File: config.mk
export PLATFORM = sky130hd
export DESIGN_NAME = osc_mode_select
export DESIGN_NICKNAME = d
export VERILOG_FILES = /design/src/hdl/osc_mode_select.v
export VERILOG_INCLUDE_DIRS = /design/src /design/src/pkg
export SDC_FILE = /design/constraint.sdc
export NUM_CORES = 1
export LEC_CHECK = 0
export BUFFER_PORTS_ARGS = -buffer_cell sky130_fd_sc_hd__clkbuf_2
export CORE_MARGIN = 5
export CORE_UTILIZATION = 54
export DETAILED_ROUTE_END_ITERATION = 10
export GPL_ROUTABILITY_DRIVEN = 0
export HOLD_SLACK_MARGIN = 0.1
export MAX_ROUTING_LAYER = met4
export PLACE_DENSITY = 0.93
export RECOVER_POWER = 100
export SLEW_MARGIN = 20
export SYNTH_ARGS = -nofsm -noshare
export SYNTH_HDL_FRONTEND = slang
export SYNTH_SLANG_ARGS = --single-unit
File: constraint.sdc
create_clock -name sys_clk -period 8.05 [get_ports sys_clk]
set_input_delay 2.0125 -clock sys_clk [delete_from_list [all_inputs] [get_ports sys_clk]]
set_output_delay 2.0125 -clock sys_clk [all_outputs]
set_load 0.02 [all_outputs]
File: src/pkg/osc_select_defines.vh
// Constants for the oscillator mode and clock select block
`ifndef OSC_SELECT_DEFINES_VH
`define OSC_SELECT_DEFINES_VH

// Oscillator configuration field codes
`define CFG_LP 4'h0
`define CFG_XT 4'h1
`define CFG_FXTAL 4'h2
`define CFG_RESCAP 4'h3
`define CFG_EXTCLK 4'h4
`define CFG_EXTCLK_IO 4'h5
`define CFG_FXTAL_MULT 4'h6
`define CFG_RESCAP_IO 4'h7
`define CFG_INT_DUAL_IO 4'h8
`define CFG_INT_CLKOUT 4'h9
`define CFG_EXTCLK_ALT 4'hc
`define CFG_RESCAP_ALT 4'hb

// Register byte addresses
`define ADDR_CONFIG 12'h000
`define ADDR_CONTROL 12'h004
`define ADDR_TUNING 12'h008
`define ADDR_STATUS 12'h00c

// Control register fields
`define CTL_FREQ_LSB 4
`define CTL_FREQ_MSB 6
`define CTL_RESET 32'h0000_0060
`define FREQ_RESET 3'h6
// Configuration register fields
`define CFG_CODE_MSB 3
`define FEAT_LSB 8
`define FEAT_MSB 11
// Tuning register fields, then configuration and feature reset values
`define TUN_LOWSRC_BIT 7
`define TUN_MULT_BIT 6
`define TUN_TRIM_MSB 4
`define TUN_RESET 8'h00
`define CFG_RESET 4'h7
`define FEAT_RESET 4'h0

// Internal frequency select codes
`define FREQ_31K 3'h0
`define FREQ_4M 3'h6
`define FREQ_8M 3'h7

// Clock source encodings reported in status
`define SRC_EXT 3'h0
`define SRC_MAIN 3'h1
`define SRC_POST 3'h2
`define SRC_LOWF 3'h3
`define SRC_DIV256 3'h4
`define SRC_MULT 3'h5

`define MULT_FACTOR 4
`define CLKOUT_DIV 4
`define LOWF_DIV 256

`define RESP_OKAY 2'h0
`define RESP_SLVERR 2'h2

`endif

File: src/hdl/osc_mode_select.v
// Oscillator mode decode, clock source select and pin function control
//
// How it works
// (RQ1) External clock modes request no start-up delay after reset or wake.
// (RQ2) External clock mode drives core clock divided by four on clock out.
// (RQ3) External clock I/O mode frees clock out as port A bit six.
// (RQ4) Resistor-capacitor mode drives core clock divided by four on clock out.
// (RQ5) Resistor-capacitor I/O mode frees clock out as port A bit six.
// (RQ6) Crystal multiplied mode runs crystal through times-four multiplier.
// (RQ7) In crystal multiplied mode the software multiplier bit is unavailable.
// (RQ8) Multiplier reaches crystal only for configuration code 0110.
// (RQ9) With internal block primary, software may enable the multiplier.
// (RQ10) Main internal oscillator drives core directly or through postscaler.
// (RQ11) Main oscillator on for 125k to 8M; at 31k per low source bit.
// (RQ12) Low-frequency oscillator runs whenever selected as device clock.
// (RQ13) Low-frequency oscillator runs when timer, monitor, watchdog or two-speed on.
// (RQ14) Frequency select field chooses main, low-frequency or postscaler output.
// (RQ15) Internal clock-out mode: clock out is Fosc/4, clock in is port A bit seven; the block drives ext_clk_in divided by four instead.
// (RQ16) Internal dual I/O mode: both oscillator pins are port A I/O.
// (RQ17) Crystal mode may be driven by an external clock on clock in.
// (RQ18) Codes 1001 and 1000 select the internal block as primary clock.
// (RQ19) Multiplier runs only at select 111 or 110; else bit stays clear.
// (RQ20) Low source bit set derives 31.25k from main divided by 256.
// (RQ21) Internal multiplier gives 16 or 32 MHz per selected input.
// (RQ22) Configuration field decodes into exactly one of ten modes.
// (RQ23) Port A bits six and seven are off while their pins carry clock.
`timescale 1ns/1ps
`include "osc_select_defines.vh"

module osc_mode_select (
    input wire sys_clk,
    input wire rst,
    input wire [11:0] s_axi_awaddr,
    input wire s_axi_awvalid,
    output wire s_axi_awready,
    input wire [31:0] s_axi_wdata,
    input wire [3:0] s_axi_wstrb,
    input wire s_axi_wvalid,
    output wire s_axi_wready,
    output reg [1:0] s_axi_bresp,
    output reg s_axi_bvalid,
    input wire s_axi_bready,
    input wire [11:0] s_axi_araddr,
    input wire s_axi_arvalid,
    output wire s_axi_arready,
    output reg [31:0] s_axi_rdata,
    output reg [1:0] s_axi_rresp,
    output reg s_axi_rvalid,
    input wire s_axi_rready,
    input wire ext_clk_in,
    input wire port_a_bit_six_in,
    input wire port_a_bit_seven_in,
    output reg clock_out_pin_o,
    output reg clock_out_pin_oe,
    output reg [3:0] core_src_sel_ff,
    output reg main_osc_en_ff,
    output reg lowf_osc_en_ff,
    output reg xtal_mult_en_ff,
    output reg int_mult_en_ff,
    output reg startup_delay_en_ff,
    output reg port_a_bit_six_en_ff,
    output reg port_a_bit_seven_en_ff,
    output reg port_a_bit_six_sync_ff,
    output reg port_a_bit_seven_sync_ff
);

    // Mode indices; mode_ff holds one of these as a binary code
    localparam M_LP = 4'h0;
    localparam M_XT = 4'h1;
    localparam M_FXTAL = 4'h2;
    localparam M_HSM = 4'h3;
    localparam M_RESCAP = 4'h4;
    localparam M_RESCAP_IO = 4'h5;
    localparam M_INT1 = 4'h6;
    localparam M_INT2 = 4'h7;
    localparam M_EXTCLK = 4'h8;
    localparam M_EXTCLK_IO = 4'h9;

    // Configuration code to one of ten modes
    function [3:0] decode_mode;
        input [3:0] code;
        begin
            case (code)
                `CFG_LP: decode_mode = M_LP;
                `CFG_XT: decode_mode = M_XT;
                `CFG_FXTAL: decode_mode = M_FXTAL;
                `CFG_FXTAL_MULT: decode_mode = M_HSM; // RQ8
                `CFG_RESCAP, `CFG_RESCAP_ALT: decode_mode = M_RESCAP;
                `CFG_RESCAP_IO: decode_mode = M_RESCAP_IO;
                `CFG_INT_CLKOUT: decode_mode = M_INT1; // RQ18
                `CFG_INT_DUAL_IO: decode_mode = M_INT2; // RQ18
                `CFG_EXTCLK, `CFG_EXTCLK_ALT: decode_mode = M_EXTCLK;
                `CFG_EXTCLK_IO: decode_mode = M_EXTCLK_IO;
                // Spare codes fall back to an external clock mode
                default: decode_mode = M_EXTCLK; // RQ22
            endcase
        end
    endfunction

    reg [3:0] cfg_ff;
    reg [3:0] feature_en_ff;
    reg [2:0] freq_sel_ff;
    reg lowf_src_ff;
    reg mult_bit_ff;
    reg [4:0] trim_ff;
    reg [3:0] mode_ff;
    reg [1:0] clk_sync_ff;
    reg clk_prev_ff;
    reg [1:0] quarter_ff;
    reg [1:0] pa6_meta_ff;
    reg [1:0] pa7_meta_ff;
    reg aw_got_ff;
    reg w_got_ff;
    reg [11:0] awaddr_ff;
    reg [31:0] wdata_ff;
    reg [3:0] wstrb_ff;

    wire int_primary = (mode_ff == M_INT1) || (mode_ff == M_INT2); // RQ18
    wire mult_freq_ok = (freq_sel_ff == `FREQ_8M) || (freq_sel_ff == `FREQ_4M); // RQ19
    wire mult_allowed = int_primary && mult_freq_ok; // RQ9
    wire clkout_active = (mode_ff == M_EXTCLK) || (mode_ff == M_RESCAP) || (mode_ff == M_INT1);

    // Write channel: address and data may arrive in either order
    wire do_write = aw_got_ff && w_got_ff && !s_axi_bvalid;
    assign s_axi_awready = !aw_got_ff && !s_axi_bvalid;
    assign s_axi_wready = !w_got_ff && !s_axi_bvalid;
    assign s_axi_arready = !s_axi_rvalid;

    always @(posedge sys_clk or posedge rst) begin
        if (rst) begin
            aw_got_ff <= 1'b0;
            w_got_ff <= 1'b0;
            awaddr_ff <= 12'h000;
            wdata_ff <= 32'h0000_0000;
            wstrb_ff <= 4'h0;
            s_axi_bvalid <= 1'b0;
            s_axi_bresp <= `RESP_OKAY;
        end else begin
            if (s_axi_awvalid && s_axi_awready) begin
                aw_got_ff <= 1'b1;
                awaddr_ff <= s_axi_awaddr;
            end
            if (s_axi_wvalid && s_axi_wready) begin
                w_got_ff <= 1'b1;
                wdata_ff <= s_axi_wdata;
                wstrb_ff <= s_axi_wstrb;
            end
            if (do_write) begin
                aw_got_ff <= 1'b0;
                w_got_ff <= 1'b0;
                s_axi_bvalid <= 1'b1;
                case (awaddr_ff)
                    `ADDR_CONFIG, `ADDR_CONTROL, `ADDR_TUNING, `ADDR_STATUS:
                        s_axi_bresp <= `RESP_OKAY;
                    default: s_axi_bresp <= `RESP_SLVERR;
                endcase
            end else if (s_axi_bvalid && s_axi_bready) begin
                s_axi_bvalid <= 1'b0;
            end
        end
    end

    // Register state; the mode is decoded from the configuration on every clock
    always @(posedge sys_clk or posedge rst) begin
        if (rst) begin
            cfg_ff <= `CFG_RESET;
            feature_en_ff <= `FEAT_RESET;
            freq_sel_ff <= `FREQ_RESET;
            lowf_src_ff <= 1'b0;
            mult_bit_ff <= 1'b0;
            trim_ff <= 5'h00;
            mode_ff <= M_RESCAP_IO;
        end else begin
            mode_ff <= decode_mode(cfg_ff); // RQ22
            // Only the low byte strobe gates writes, including the feature bits in byte one
            if (do_write && wstrb_ff[0]) begin
                if (awaddr_ff == `ADDR_CONFIG) begin
                    cfg_ff <= wdata_ff[`CFG_CODE_MSB:0];
                    feature_en_ff <= wdata_ff[`FEAT_MSB:`FEAT_LSB];
                end
                if (awaddr_ff == `ADDR_CONTROL)
                    freq_sel_ff <= wdata_ff[`CTL_FREQ_MSB:`CTL_FREQ_LSB];
                if (awaddr_ff == `ADDR_TUNING) begin
                    lowf_src_ff <= wdata_ff[`TUN_LOWSRC_BIT];
                    trim_ff <= wdata_ff[`TUN_TRIM_MSB:0];
                end
            end
            // Bit held clear and writes dropped unless both conditions hold
            if (!mult_allowed)
                mult_bit_ff <= 1'b0; // RQ7 RQ19
            else if (do_write && wstrb_ff[0] && awaddr_ff == `ADDR_TUNING)
                mult_bit_ff <= wdata_ff[`TUN_MULT_BIT]; // RQ9
        end
    end

    // Read channel
    always @(posedge sys_clk or posedge rst) begin
        if (rst) begin
            s_axi_rvalid <= 1'b0;
            s_axi_rdata <= 32'h0000_0000;
            s_axi_rresp <= `RESP_OKAY;
        end else if (s_axi_arvalid && s_axi_arready) begin
            s_axi_rvalid <= 1'b1;
            s_axi_rresp <= `RESP_OKAY;
            case (s_axi_araddr)
                `ADDR_CONFIG: s_axi_rdata <= {20'h00000, feature_en_ff, 4'h0, cfg_ff};
                `ADDR_CONTROL: s_axi_rdata <= {25'h0000000, freq_sel_ff, 4'h0};
                `ADDR_TUNING: s_axi_rdata <= {24'h000000, lowf_src_ff, mult_bit_ff,
                    1'b0, trim_ff};
                `ADDR_STATUS: s_axi_rdata <= {20'h00000, core_src_sel_ff, mode_ff,
                    main_osc_en_ff, lowf_osc_en_ff, xtal_mult_en_ff, int_mult_en_ff};
                default: begin
                    s_axi_rdata <= 32'h0000_0000;
                    s_axi_rresp <= `RESP_SLVERR;
                end
            endcase
        end else if (s_axi_rvalid && s_axi_rready) begin
            s_axi_rvalid <= 1'b0;
        end
    end

    // Source select and oscillator enables
    reg [3:0] nxt_src;
    reg nxt_main_en;
    reg nxt_lowf_en;
    always @* begin
        nxt_src = {1'b0, `SRC_EXT};
        nxt_main_en = 1'b0;
        nxt_lowf_en = 1'b0;
        if (mode_ff == M_HSM)
            nxt_src = {1'b0, `SRC_MULT}; // RQ6
        if (int_primary) begin
            // Gated by the permission too, so the source never outlives a cleared bit
            if (mult_bit_ff && mult_allowed)
                nxt_src = {1'b0, `SRC_MULT}; // RQ21
            else if (freq_sel_ff == `FREQ_8M)
                nxt_src = {1'b0, `SRC_MAIN}; // RQ10 RQ14
            else if (freq_sel_ff == `FREQ_31K)
                nxt_src = lowf_src_ff ? {1'b0, `SRC_DIV256} : {1'b0, `SRC_LOWF}; // RQ20
            else
                nxt_src = {1'b0, `SRC_POST}; // RQ14
            nxt_main_en = (freq_sel_ff != `FREQ_31K) || lowf_src_ff; // RQ11
            nxt_lowf_en = (freq_sel_ff == `FREQ_31K) && !lowf_src_ff; // RQ12
        end
        if (feature_en_ff != 4'h0)
            nxt_lowf_en = 1'b1; // RQ13
    end

    always @(posedge sys_clk or posedge rst) begin
        if (rst) begin
            core_src_sel_ff <= 4'h0;
            main_osc_en_ff <= 1'b0;
            lowf_osc_en_ff <= 1'b1;
            xtal_mult_en_ff <= 1'b0;
            int_mult_en_ff <= 1'b0;
            startup_delay_en_ff <= 1'b1;
            port_a_bit_six_en_ff <= 1'b0;
            port_a_bit_seven_en_ff <= 1'b0;
        end else begin
            core_src_sel_ff <= nxt_src;
            main_osc_en_ff <= nxt_main_en;
            lowf_osc_en_ff <= nxt_lowf_en;
            xtal_mult_en_ff <= (mode_ff == M_HSM); // RQ6 RQ8
            int_mult_en_ff <= mult_bit_ff && mult_allowed; // RQ21
            // Crystal-type modes need oscillator settling; external clock does not
            startup_delay_en_ff <= (mode_ff == M_LP) || (mode_ff == M_XT) ||
                (mode_ff == M_FXTAL) || (mode_ff == M_HSM); // RQ1 RQ17
            port_a_bit_six_en_ff <= (mode_ff == M_EXTCLK_IO) || (mode_ff == M_RESCAP_IO) ||
                (mode_ff == M_INT2); // RQ3 RQ5 RQ16 RQ23
            port_a_bit_seven_en_ff <= int_primary; // RQ15 RQ16 RQ23
        end
    end

    // Clock-out: clock input pin sampled through two flops, divided by four
    // Fast core clocks alias in the sampler; the divided output is a slow-clock aid only
    always @(posedge sys_clk or posedge rst) begin
        if (rst) begin
            clk_sync_ff <= 2'b00;
            clk_prev_ff <= 1'b0;
            quarter_ff <= 2'b00;
            clock_out_pin_o <= 1'b0;
            clock_out_pin_oe <= 1'b0;
            pa6_meta_ff <= 2'b00;
            pa7_meta_ff <= 2'b00;
            port_a_bit_six_sync_ff <= 1'b0;
            port_a_bit_seven_sync_ff <= 1'b0;
        end else begin
            clk_sync_ff <= {clk_sync_ff[0], ext_clk_in};
            clk_prev_ff <= clk_sync_ff[1];
            if (clk_sync_ff[1] && !clk_prev_ff)
                quarter_ff <= quarter_ff + 2'b01;
            clock_out_pin_o <= clkout_active & quarter_ff[1]; // RQ2 RQ4 RQ15
            clock_out_pin_oe <= clkout_active; // RQ2 RQ4 RQ15
            // Disabled pins read as zero so the port never sees clock activity
            pa6_meta_ff <= {pa6_meta_ff[0], port_a_bit_six_in};
            pa7_meta_ff <= {pa7_meta_ff[0], port_a_bit_seven_in};
            port_a_bit_six_sync_ff <= pa6_meta_ff[1] & port_a_bit_six_en_ff; // RQ23
            port_a_bit_seven_sync_ff <= pa7_meta_ff[1] & port_a_bit_seven_en_ff; // RQ23
        end
    end

endmodule // osc_mode_select

==> summary.txt <==
STA
  • Fin. max-slew vios: 17
  • WHS: 0.3537 ns
  • Worst slew pin tran: 1.881 ns
  • Final setup TNS: 0 ns
  • Fmax: 295.4 MHz
  • Post-layout min period: 3.386 ns
  • Fin crit share: 42.06%
  • Final setup fails: 0
  • Worst rel slew slack: -26.56%
  • RSZ-0062 raised after global routing: false
  • Clk_skew: 0.01343 ns
  • Final hold violation count: 0

Clock tree
  • Clock Path Buffers: 2
  • # clock sinks: 88
  • CTS clk-pin slew, worst paths: 0.08 ns
  • PostCTS Resize Cnt: 0
  • Number of setup buffers added after CTS: 0
  • Worst-Skew Late Latency: 0.36 ns
  • Clock root buffer: clkbuf_8
  • CTS tree: yes
  • Num CTS Buffers: 9
  • Hold buffers post-CTS: 0
  • H-tree depth: 3

Global routing
  • Grt peak-use layer: met2
  • Met3 Use GR: 4.955%
  • Vias in the first global route: 2432
  • Tot GR Track Use: 18.02%
  • Global-route wire length before repair: 11680 µm
  • GRT met2 Usage: 29.27%
  • Initial antenna violation count: 0
  • Largest net degree at the start of global routing: 89
  • GR Util met1: 21.62%
  • Total gr overflow: 0

Power
  • Maximum vdd drop: 186.8 µV
  • Pleak: 1.982 nW
  • Pwr/cell area: 270.9 mW/mm²

Floorplan
  • Die width: 92.82 µm
  • Vert. Die Dim: 92.82 µm
  • Die ar.: 0.008615 mm²
  • Initial Util: 55.12%
  • Io pins: 126
  • Num rows: 30
  • CORE AREA: 0.006719 mm²

Synth
  • Cell count after synthesis: 286
  • Yosys warns: 0
  • Number of synthesized register bits: 88
  • Synth area leader: dfrtp_1
  • Mapped cell area: 0.003704 mm²
  • Synth area leaders: dfrtp_1, mux2_2, dfstp_2, buf_4, o21ai_0
  • Post-synth EDFFs: 0
  • Synth cell count leaders: dfrtp_1, mux2_2, buf_4
  • Top-count cell post-synth: dfrtp_1
  • Async SR Flop Fraction: 100.0%
  • Sequential-to-total area share from yosys stat: 59.76%
  • Post-synth cell types: 38
  • Mapped Avg Cell Area: 12.95 µm²
  • Synth top area share: 53.38%
  • Dominant synthesized flop cell: dfrtp_1

Worst setup path
  • CP cell instances: clkbuf_2, nor2b_1, nor2b_1, mux2_2
  • Worst path slowest cell: nor2b_1
  • CP arrival: 3.63 ns
  • Worst path max stage delay: 0.96 ns
  • Kind of critical path: input pin to flip-flop
  • Top cell by count, worst path: nor2b_1
  • CP endpoint kind: flip-flop
  • Crit Path Max Fanout: 13
  • CP required: 8.29 ns
  • CP Launch Type: input pin

Detailed routing
  • Vias post-DR: 2370
  • Drt total wl: 7210 µm
  • Post-route ant nets: 0
  • DRT iter0 DRCs: 126
  • Drt drc: 0
  • Wire length per cell: 15.92 µm
  • Vias per cell: 5.232
  • 1st-pass router iterations: 4

Cells and area
  • Share of the core filled with cells: 63.04%
  • Area growth syn-to-layout: 14.36%
  • # nets final: 438
  • Fraction of layout cells with a size suffix above 1: 32.44%
  • ANT cells: 0

Job
  • Max-cap viol count: 2

Status
  • Failing checks: capacitance limit, slew limit
  • Status: complete, but fails checks

Placed design
  • Hpwl dp: 5417 µm
  • Port bufs: 79

Worst hold path
  • Hold Crit Class: flip-flop to flip-flop
==> worst max-delay path: cells and delay by family <==
family                 cells  cell delay (ns)
and+or+nand+nor            2             1.11
muxes                      1             0.43
buffers and inverters      1             0.07
==> report_power, final <==
part           total (mW)  internal, mW  switching, mW
sequential          0.594         0.531         0.0629
combinational       0.214         0.107          0.107
clock               0.339         0.178          0.161
total                1.15         0.816          0.331
==> layout make-up <==
class / instances / area, µm²
inverter: 5 / 20.02
fill: 548 / 2484
tap: 80 / 100.1
clock inverter: 7 / 102.6
timing repair buffer: 80 / 362.8
sequential: 88 / 2213
multi-input combinational: 184 / 1313
clock buffer: 9 / 123.9
==> layer usage <==
metal | routed length, µm | vias to the layer above
li1 | - | 1128
met1 | 3018 | 1139
met2 | 3535 | 91
met3 | 544 | 12
met4 | 111 | 0
met5 | 0 | -
==> cell families (layout without fill, tap and decap cells) <==
group           Yosys count  after routing  share of synthesized area (%)
buf+inv                  36            101                          6.047
other cells               1             23                         0.1013
xor+xnor                  2              2                         0.4731
simple gates             70             70                          11.35
flops                    88             88                          59.76
mux                      53             53                          15.95
compound gates           36             36                          6.317
==> registers in the layout, indices dropped and copies added (netlist names), 2 cells and up <==
| signal | count |
|---|---|
| quarter_ff | 2 |
| feature_en_ff | 4 |
| mode_ff | 4 |
| wdata_ff | 12 |
| s_axi_rdata | 12 |
| pa7_meta_ff | 2 |
| pa6_meta_ff | 2 |
| awaddr_ff | 12 |
| cfg_ff | 4 |
| clk_sync_ff | 2 |
| freq_sel_ff | 3 |
| core_src_sel_ff | 3 |
| trim_ff | 5 |
==> final timing paths <==
| check | from | to | slack, ns | cells after the start |
|---|---|---|---|---|
| max reg2reg | awaddr_ff[4]$_DFFE_PP0P_ | feature_en_ff[2]$_DFFE_PP0P_ | 4.95 | 3 |
| max | s_axi_wvalid | wdata_ff[2]$_DFFE_PP0P_ | 4.66 | 4 |
| min in group asynchronous | rst | clk_sync_ff[0]$_DFF_PP0_ | 1.87 | 3 |
| min reg2reg | clk_sync_ff[0]$_DFF_PP0_ | clk_sync_ff[1]$_DFF_PP0_ | 0.35 | 0 |
| max in group asynchronous | rst | s_axi_rdata[9]$_DFFE_PP0P_ | 5.67 | 3 |
| min | clk_sync_ff[0]$_DFF_PP0_ | clk_sync_ff[1]$_DFF_PP0_ | 0.35 | 0 |
==> layout by cell type, fill, tap and decap left out, types with 4 or more instances in the layout <==
master     Yosys  final
nand2b_1       5      5
nand3b_1       4      4
clkbuf_1       6     35
inv_1          5      4
mux2i_1        5      5
clkbuf_2       0     44
nor2b_1        5      5
nor2_1        11     11
mux2_2        48     48
dfrtp_1       79     79
nor4_1         5      8
nand2_1       17     17
a2bb2oi_1      4      4
clkbuf_8       0      9
o21ai_0       16     16
dfstp_2        9      7
conb_1         1     23
==> per-stage QoR <==
stage,setup WS [ns],instance area (µm²),std cells,power [mW]
after floorplan,3.774,3786,308,0.7695
after global placement,4.337,4085,437,0.8099
after detailed placement,4.251,4085,437,0.8317
after CTS,4.658,4312,453,1.170
after global routing,4.575,4235,453,1.210
final,4.664,4235,453,1.147
No activity file was read; power rests on OpenSTA's default activity.
